## src/verilog/aip_pkg.sv

```systemverilog
// Constants, types and field layouts of the ASCII input template parser
package aip_pkg;

  ////////////////////////////////////////////////////////////////////////////
  // Register map
  localparam int          AIP_ADDR_W    = 8;
  localparam logic [7:0]  AIP_TMPL_OFS  = 8'h00;
  localparam logic [7:0]  AIP_TERM_OFS  = 8'h04;
  localparam logic [7:0]  AIP_DEST_OFS  = 8'h08;
  localparam logic [7:0]  AIP_STAT_OFS  = 8'h0C;
  localparam logic [7:0]  AIP_FIELD_OFS = 8'h40;
  localparam logic [7:0]  AIP_FIELD_END = 8'hC0;

  // Field positions
  localparam int          AIP_PRE_LSB   = 0;
  localparam int          AIP_LEN_LSB   = 8;
  localparam int          AIP_POST_LSB  = 16;
  localparam int          AIP_TEN_BIT   = 8;
  localparam int          AIP_BUSY_BIT  = 8;
  localparam int          AIP_CNT_LSB   = 16;

  // Values after reset
  localparam logic [7:0]  AIP_PRE_RST   = 8'h00;
  localparam logic [7:0]  AIP_LEN_RST   = 8'h20;
  localparam logic [7:0]  AIP_POST_RST  = 8'h00;
  localparam logic [7:0]  AIP_TERM_RST  = 8'h0D;
  localparam logic        AIP_TEN_RST   = 1'b1;

  // Field store
  localparam int          AIP_FIELD_N   = 32;
  localparam logic [7:0]  AIP_FIELD_MAX = 8'(AIP_FIELD_N);

  // Inter-character timeout
  localparam int unsigned AIP_TIMEOUT_MS  = 1000;
  localparam int unsigned AIP_CLK_KHZ     = 250000;
  localparam int unsigned AIP_TIMEOUT_CYC = AIP_TIMEOUT_MS * AIP_CLK_KHZ;
  localparam int          AIP_TMR_W       = 28;

  ////////////////////////////////////////////////////////////////////////////
  // Types
  typedef enum logic [2:0] {
    AIP_DST_FIRST_ID   = 3'h0,
    AIP_DST_KEYPAD     = 3'h1,
    AIP_DST_TARE       = 3'h2,
    AIP_DST_TARE_ID    = 3'h3,
    AIP_DST_TARGET_ID  = 3'h4,
    AIP_DST_FILL_ID    = 3'h5,
    AIP_DST_ACT_TARGET = 3'h6
  } aip_dest_t;

  typedef enum logic [0:0] {
    AIP_ST_IDLE   = 1'h0,
    AIP_ST_ACTIVE = 1'h1
  } aip_state_t;

  typedef struct packed {
    logic [7:0] post;
    logic [7:0] len;
    logic [7:0] pre;
  } aip_tmpl_t;

  typedef struct packed {
    aip_dest_t                         dest;
    logic                              lookup;
    logic [7:0]                        len;
    logic [AIP_FIELD_N-1:0][7:0]       data;
  } aip_result_t;

endpackage : aip_pkg

```

## src/verilog/aip_ascii_input.sv

```systemverilog
// ASCII input template parser with register port and result output
`timescale 1ns/1ps

module aip_ascii_input
  import aip_pkg::*;
#(
  parameter int unsigned TIMEOUT_CYC = AIP_TIMEOUT_CYC
) (
  input  wire logic                  core_clk_i,
  input  wire logic                  rst_n_i,
  input  wire logic                  rx_valid_i,
  input  wire logic [7:0]            rx_char_i,
  input  wire logic [AIP_ADDR_W-1:0] reg_addr_i,
  input  wire logic [31:0]           reg_wdata_i,
  input  wire logic                  reg_wr_i,
  input  wire logic                  reg_rd_i,
  output logic      [31:0]           reg_rdata_o,
  output logic                       res_valid_o,
  output aip_result_t                res_o,
  output logic                       busy_o
);

  ////////////////////////////////////////////////////////////////////////////
  // Control character decode
  function automatic logic is_ctrl(input logic [7:0] c);
    is_ctrl = (c < 8'h20) || (c == 8'h7F);
  endfunction : is_ctrl

  ////////////////////////////////////////////////////////////////////////////
  // Declarations
  aip_tmpl_t                 tmpl;
  logic      [7:0]           term_char;
  logic                      term_en;
  aip_dest_t                 dest_sel;
  aip_state_t                state;
  logic      [AIP_TMR_W-1:0] timer;
  logic      [7:0]           pre_cnt;
  logic      [7:0]           n_cnt;
  logic      [7:0]           str_cnt;
  logic      [7:0]           fld_mem [AIP_FIELD_N];
  logic      [7:0]           eff_len;
  logic      [7:0]           keep;
  logic      [7:0]           next_len;
  logic                      term_act;
  logic                      term_hit;
  logic                      timeout_hit;
  logic                      end_str;
  logic                      acc;
  logic                      skipping;
  logic                      fld_we;
  logic      [7:0]           fofs;

  ////////////////////////////////////////////////////////////////////////////
  // Register writes
  always_ff @(posedge core_clk_i) begin
    if (!rst_n_i) begin
      tmpl      <= '{post: AIP_POST_RST, len: AIP_LEN_RST, pre: AIP_PRE_RST};
      term_char <= AIP_TERM_RST;
      term_en   <= AIP_TEN_RST;
      dest_sel  <= AIP_DST_FIRST_ID;
    end else if (reg_wr_i) begin
      unique case (reg_addr_i)
        AIP_TMPL_OFS: begin
          tmpl.pre  <= reg_wdata_i[AIP_PRE_LSB+:8];
          tmpl.len  <= reg_wdata_i[AIP_LEN_LSB+:8];
          tmpl.post <= reg_wdata_i[AIP_POST_LSB+:8];
        end
        AIP_TERM_OFS: begin
          term_char <= reg_wdata_i[7:0];
          term_en   <= reg_wdata_i[AIP_TEN_BIT];
        end
        AIP_DEST_OFS: begin
          dest_sel  <= aip_dest_t'(reg_wdata_i[2:0]);
        end
        default: begin
        end
      endcase
    end
  end

  ////////////////////////////////////////////////////////////////////////////
  // String end detection
  always_comb begin
    term_act    = term_en && is_ctrl(term_char);
    term_hit    = rx_valid_i && term_act && (rx_char_i == term_char);
    timeout_hit = (state == AIP_ST_ACTIVE) && !rx_valid_i &&
                  (timer == AIP_TMR_W'(TIMEOUT_CYC - 1));
    end_str     = term_hit || timeout_hit;
    acc         = rx_valid_i && !term_hit;
    skipping    = pre_cnt < tmpl.pre;
    eff_len     = (tmpl.len < AIP_FIELD_MAX) ? tmpl.len : AIP_FIELD_MAX;
    fld_we      = acc && !skipping && (n_cnt < eff_len);
    keep        = (n_cnt > tmpl.post) ? 8'(n_cnt - tmpl.post) : 8'h00;
    next_len    = (keep < eff_len) ? keep : eff_len;
  end

  ////////////////////////////////////////////////////////////////////////////
  // String state
  always_ff @(posedge core_clk_i) begin
    if (!rst_n_i) begin
      state <= AIP_ST_IDLE;
    end else begin
      unique case (state)
        AIP_ST_IDLE: begin
          if (acc) begin
            state <= AIP_ST_ACTIVE;
          end
        end
        AIP_ST_ACTIVE: begin
          if (end_str) begin
            state <= AIP_ST_IDLE;
          end
        end
      endcase
    end
  end

  ////////////////////////////////////////////////////////////////////////////
  // Inter-character timer
  always_ff @(posedge core_clk_i) begin
    if (!rst_n_i) begin
      timer <= '0;
    end else if (rx_valid_i || end_str || state == AIP_ST_IDLE) begin
      timer <= '0;
    end else begin
      timer <= timer + 1'b1;
    end
  end

  ////////////////////////////////////////////////////////////////////////////
  // Preamble skip and field collection
  always_ff @(posedge core_clk_i) begin
    if (!rst_n_i) begin
      pre_cnt <= 8'h00;
      n_cnt   <= 8'h00;
    end else if (end_str) begin
      pre_cnt <= 8'h00;
      n_cnt   <= 8'h00;
    end else if (acc) begin
      if (skipping) begin
        pre_cnt <= pre_cnt + 8'h01;
      end else if (n_cnt != 8'hFF) begin
        n_cnt   <= n_cnt + 8'h01;
      end
    end
  end

  always_ff @(posedge core_clk_i) begin
    if (fld_we) begin
      fld_mem[n_cnt[4:0]] <= rx_char_i;
    end
  end

  ////////////////////////////////////////////////////////////////////////////
  // Result hand-over
  always_ff @(posedge core_clk_i) begin
    if (!rst_n_i) begin
      res_valid_o <= 1'b0;
    end else begin
      res_valid_o <= end_str;
    end
  end

  always_ff @(posedge core_clk_i) begin
    if (!rst_n_i) begin
      res_o   <= '0;
      str_cnt <= 8'h00;
    end else if (end_str) begin
      res_o.dest   <= dest_sel;
      res_o.lookup <= (dest_sel == AIP_DST_TARE_ID) ||
                      (dest_sel == AIP_DST_TARGET_ID);
      res_o.len    <= next_len;
      for (int i = 0; i < AIP_FIELD_N; i++) begin
        res_o.data[i] <= (8'(i) < next_len) ? fld_mem[i] : 8'h00;
      end
      str_cnt <= str_cnt + 8'h01;
    end
  end

  assign busy_o = (state == AIP_ST_ACTIVE);

  ////////////////////////////////////////////////////////////////////////////
  // Register reads
  assign fofs = 8'(reg_addr_i - AIP_FIELD_OFS);

  always_ff @(posedge core_clk_i) begin
    if (!rst_n_i) begin
      reg_rdata_o <= 32'h0000_0000;
    end else if (reg_rd_i) begin
      reg_rdata_o <= 32'h0000_0000;
      if (reg_addr_i >= AIP_FIELD_OFS && reg_addr_i < AIP_FIELD_END) begin
        reg_rdata_o[7:0] <= res_o.data[fofs[6:2]];
      end else begin
        unique case (reg_addr_i)
          AIP_TMPL_OFS: begin
            reg_rdata_o[23:0] <= tmpl;
          end
          AIP_TERM_OFS: begin
            reg_rdata_o[7:0]         <= term_char;
            reg_rdata_o[AIP_TEN_BIT] <= term_en;
          end
          AIP_DEST_OFS: begin
            reg_rdata_o[2:0] <= dest_sel;
          end
          AIP_STAT_OFS: begin
            reg_rdata_o[7:0]            <= res_o.len;
            reg_rdata_o[AIP_BUSY_BIT]   <= busy_o;
            reg_rdata_o[AIP_CNT_LSB+:8] <= str_cnt;
          end
          default: begin
          end
        endcase
      end
    end else begin
      reg_rdata_o <= 32'h0000_0000;
    end
  end
endmodule : aip_ascii_input

```

## config.mk

```make
export PLATFORM = sky130hd
export DESIGN_NAME = aip_ascii_input
export DESIGN_NICKNAME = d
export VERILOG_FILES = /design/src/verilog/aip_pkg.sv /design/src/verilog/aip_ascii_input.sv
export SDC_FILE = /design/constraint.sdc
export NUM_CORES = 1
export LEC_CHECK = 0
export ABC_CLOCK_PERIOD_IN_PS = 4850
export BUFFER_PORTS_ARGS = -buffer_cell sky130_fd_sc_hd__buf_2
export CORE_UTILIZATION = 51
export CTS_CLUSTER_DIAMETER = 120
export CTS_CLUSTER_SIZE = 16
export DETAILED_ROUTE_END_ITERATION = 10
export GPL_ROUTABILITY_DRIVEN = 0
export PLACE_DENSITY_LB_ADDON = 0.08
export SLEW_MARGIN = 30
export SYNTH_ARGS = -nofsm -noshare
export SYNTH_HDL_FRONTEND = slang
export SYNTH_SLANG_ARGS = --single-unit
```

## constraint.sdc

```tcl
create_clock -name core_clk_i -period 4.85 [get_ports core_clk_i]
set_clock_uncertainty 0.05 [all_clocks]
set_input_delay 0.7275 -clock core_clk_i [delete_from_list [all_inputs] [get_ports core_clk_i]]
set_output_delay 0.7275 -clock core_clk_i [all_outputs]
set_load 0.1 [all_outputs]
```

==> qor.csv <==
metric,value,unit
synth_common_cells,"382 x dfxtp_1, 256 x edfxtp_1, 184 x nand2_1",
wirelength,77400,um
min_path_type,in -> reg,
drt_pass1_iterations,6,
synthFlopType,dfxtp_1,
pwr-share-comb,0.051,
max_slew_margin,0.357,
synth_edf_count,256,
finalHoldViolations,0,
seqPwrFrac,0.575,
rr_endpoint,res_o[101],
ant_nets,0,
finalPower,9.72,mW
rsz0062_at_grt,false,
postSynth.asyncResetShare,0,
dr_total_vias,18000,
met1_usage,0.434,
switching_share,0.227,
ir_drop,0.368,mV
grt_use_met3,0.0702,
hold_depth,3,
cts_sinks,638,
grt_overflow,0,
syn_inst,1906,
start_kind,flop,
min_period,4.63,ns
worstPathMaxFanout,10,
grt_pass1_vias,17000,
row_count,80,
ios,355,
hold_slack,0.300,ns
worst-slew-pin-transition,0.965,ns
yosysUniqueCellTypes,75,
placed_area,27600,um2
yosysSeqAreaShare,0.621,
die_h,222,um
rr_startpoint,n_cnt[0],
met2_usage,0.487,
reg2reg_depth,20,
worstSetupPathType,reg -> reg,
fin_crit_sh,0.955,
wire_per_inst,26.3,um
grt_max_degree,69,
drt_iter0_markers,1871,
outcome,completed,
whs_endpoint,tmpl[13],
r2r_slack,0.22,ns
crit_path_frequent_cell,buf_4,
cp_cell_sequence,inv_1 -> ha_1 -> fa_1 -> nand2b_1 -> a211oi_1 -> o22ai_1 -> buf_4 -> nand2b_1 -> inv_1 -> ha_1 -> nand2_1 -> nor2_2 -> buf_4 -> o21ai_0 -> o21ai_2 -> buf_4 -> or4_1 -> a31oi_2 -> buf_4 -> a22o_1,
timing.final.ws_setup,0.220,ns
antenna_found_initial,6,
power_switching,2.20,mW
maxCapViolations,0,
initial_utilization,0.517,
clockBufferDepth,3,
pwr-share-clk,0.374,
end_kind,flop,
multi_input_area,8850,um2
ys_warn_count,0,
seqCellArea,15300,um2
netlist_area,24700,um2
setup-violations-final,0,
fillCellCount,3805,
cp_slowest_cell,or4_1,
cts_buffers,45,
final_net_count,2387,
yosysMostFrequentCell,dfxtp_1,
crit_arrival,5.13,ns
required,5.35,ns
leakage,11.2,nW
hpwl,55100,um
power.internal,7.51,mW
drive_gt1_frac,0.265,
h-tree-depth,2,
grt_usage,0.311,
grt_pass1_wl,113000,um
fin_area,29000,um2
hp-start,reg_wdata_i[13],
die_w,222,um
yosys.area.top_type,edfxtp_1,
p_per_area,335,nW/um2
core_area,47700,um2
dieArea,49300,um2
clockRootBuffer,clkbuf_16,
synth-seq-cells,638,
drcViolationCount,0,
max_freq,216,MHz
syn2layout_area_growth,17.6,%
slowest_delay,0.48,ns
cts_tree,built,
dpl_worst_slack,-0.0880,ns
clk_pin_slew,0.07,ns
io_buffer_count,338,
worstSkewPairLatency,0.60,ns
hold_buffers,0,
drv_slew,0,
top_usage_layer,met2,
syn_avg_cell_area,12.9,um2
via_per_inst,6.12,
synth.area.top_cells,"edfxtp_1 31%, dfxtp_1 31%, mux4_2 7.6%",
synth_top_area_frac,0.311,
[metrics by stage]
| step | instances | utilization | TNS [ns] |
|---|---|---|---|
| finish | 2945 | 0.608 | 0 |
| global route | 2944 | 0.608 | 0 |
| CTS | 2940 | 0.606 | 0 |
| detailed placement | 2863 | 0.579 | -0.674 |
| global placement | 2861 | 0.578 | 0 |
| floorplan | 1914 | - | 0 |
[layout by cell type, fill, tap and decap left out, drive strengths merged, types with 18 or more instances in the layout]
master,count
a21boi,27
a21oi,44
a22o,181
a32o,43
buf,449
clkbuf,75
dfxtp,382
edfxtp,256
ha,34
inv,33
mux2i,29
mux4,83
nand2,184
nand3,33
nand4,19
nor2,123
nor3,21
o21ai,70
or3,18
xnor2,27
xor2,18
[per-layer routing]
metal / routed length, um / vias up
met2: 35500 / 839
met1: 32600 / 9075
met4: 2070 / 2
met5: 9 / -
li1: - / 7987
met3: 7200 / 106
[worst max-delay path: cells and delay by family (launching register included)]
kind,cells,cell delay (ns)
buf+inv,6,1.09
fa+ha+maj,3,0.89
flops,1,0.33
compound gates,6,1.24
simple gates,5,0.96
[layout make-up]
type | count | area share
sequential | 638 | 0.529
antenna | 1 | 0.0000863
multi-input combinational | 1133 | 0.305
timing repair buffer | 449 | 0.0905
inverter | 32 | 0.00414
clock inverter | 2 | 0.00125
clock buffer | 75 | 0.0438
tap | 615 | 0.0265
[flip-flops by register name, indices dropped and copies added, names as in the netlist, 8 cells and up]
name         cells
str_cnt          8
fld_mem        256
n_cnt            8
res_o          268
timer           28
reg_rdata_o     24
pre_cnt          8
term_char        8
tmpl            24
[what timing repair did]
action,CTS,global route
setup endpoints to repair,8,48
buffers inserted,0,4
resized for setup,1,6
pin swaps,0,1
endpoints found under the hold margin,0,0
[kinds of logic (layout without fill, tap and decap cells)]
group                    count (synthesis)  in the layout  share of synthesized area
AO/OA/AOI/OAI                          440            440                      0.138
XOR/XNOR                                45             45                     0.0160
adder cells (fa/ha/maj)                 35             35                     0.0180
buffers and inverters                  143            558                     0.0234
flip-flops                             638            638                      0.621
multiplexers                           118            118                     0.0902
other                                    2             11                   0.000304
AND/OR/NAND/NOR                        485            485                     0.0923
[how the worst max path moves through the flow]
stage                         from    endpoint  slack [ns]  depth (start not counted)
after floorplan           n_cnt[0]   res_o[24]        0.23                         18
after global placement    n_cnt[0]  res_o[149]        0.09                         16
after detailed placement  n_cnt[0]  res_o[151]       -0.09                         17
after CTS                 n_cnt[0]  res_o[240]        0.20                         18
after global routing      n_cnt[0]  res_o[101]       0.009                         20
final                     n_cnt[0]  res_o[101]        0.22                         20
[power by group through the flow]
| stage | sequential (mW) | clock (mW) | combinational [mW] |
|---|---|---|---|
| after floorplan | 5.72 | 0 | 0.269 |
| after global placement | 5.71 | 0 | 0.477 |
| after detailed placement | 5.71 | 0 | 0.485 |
| after CTS | 5.59 | 3.68 | 0.487 |
| after global routing | 5.59 | 3.85 | 0.526 |
| final | 5.59 | 3.63 | 0.497 |
Note: power is estimated with default switching activity, not from simulation.
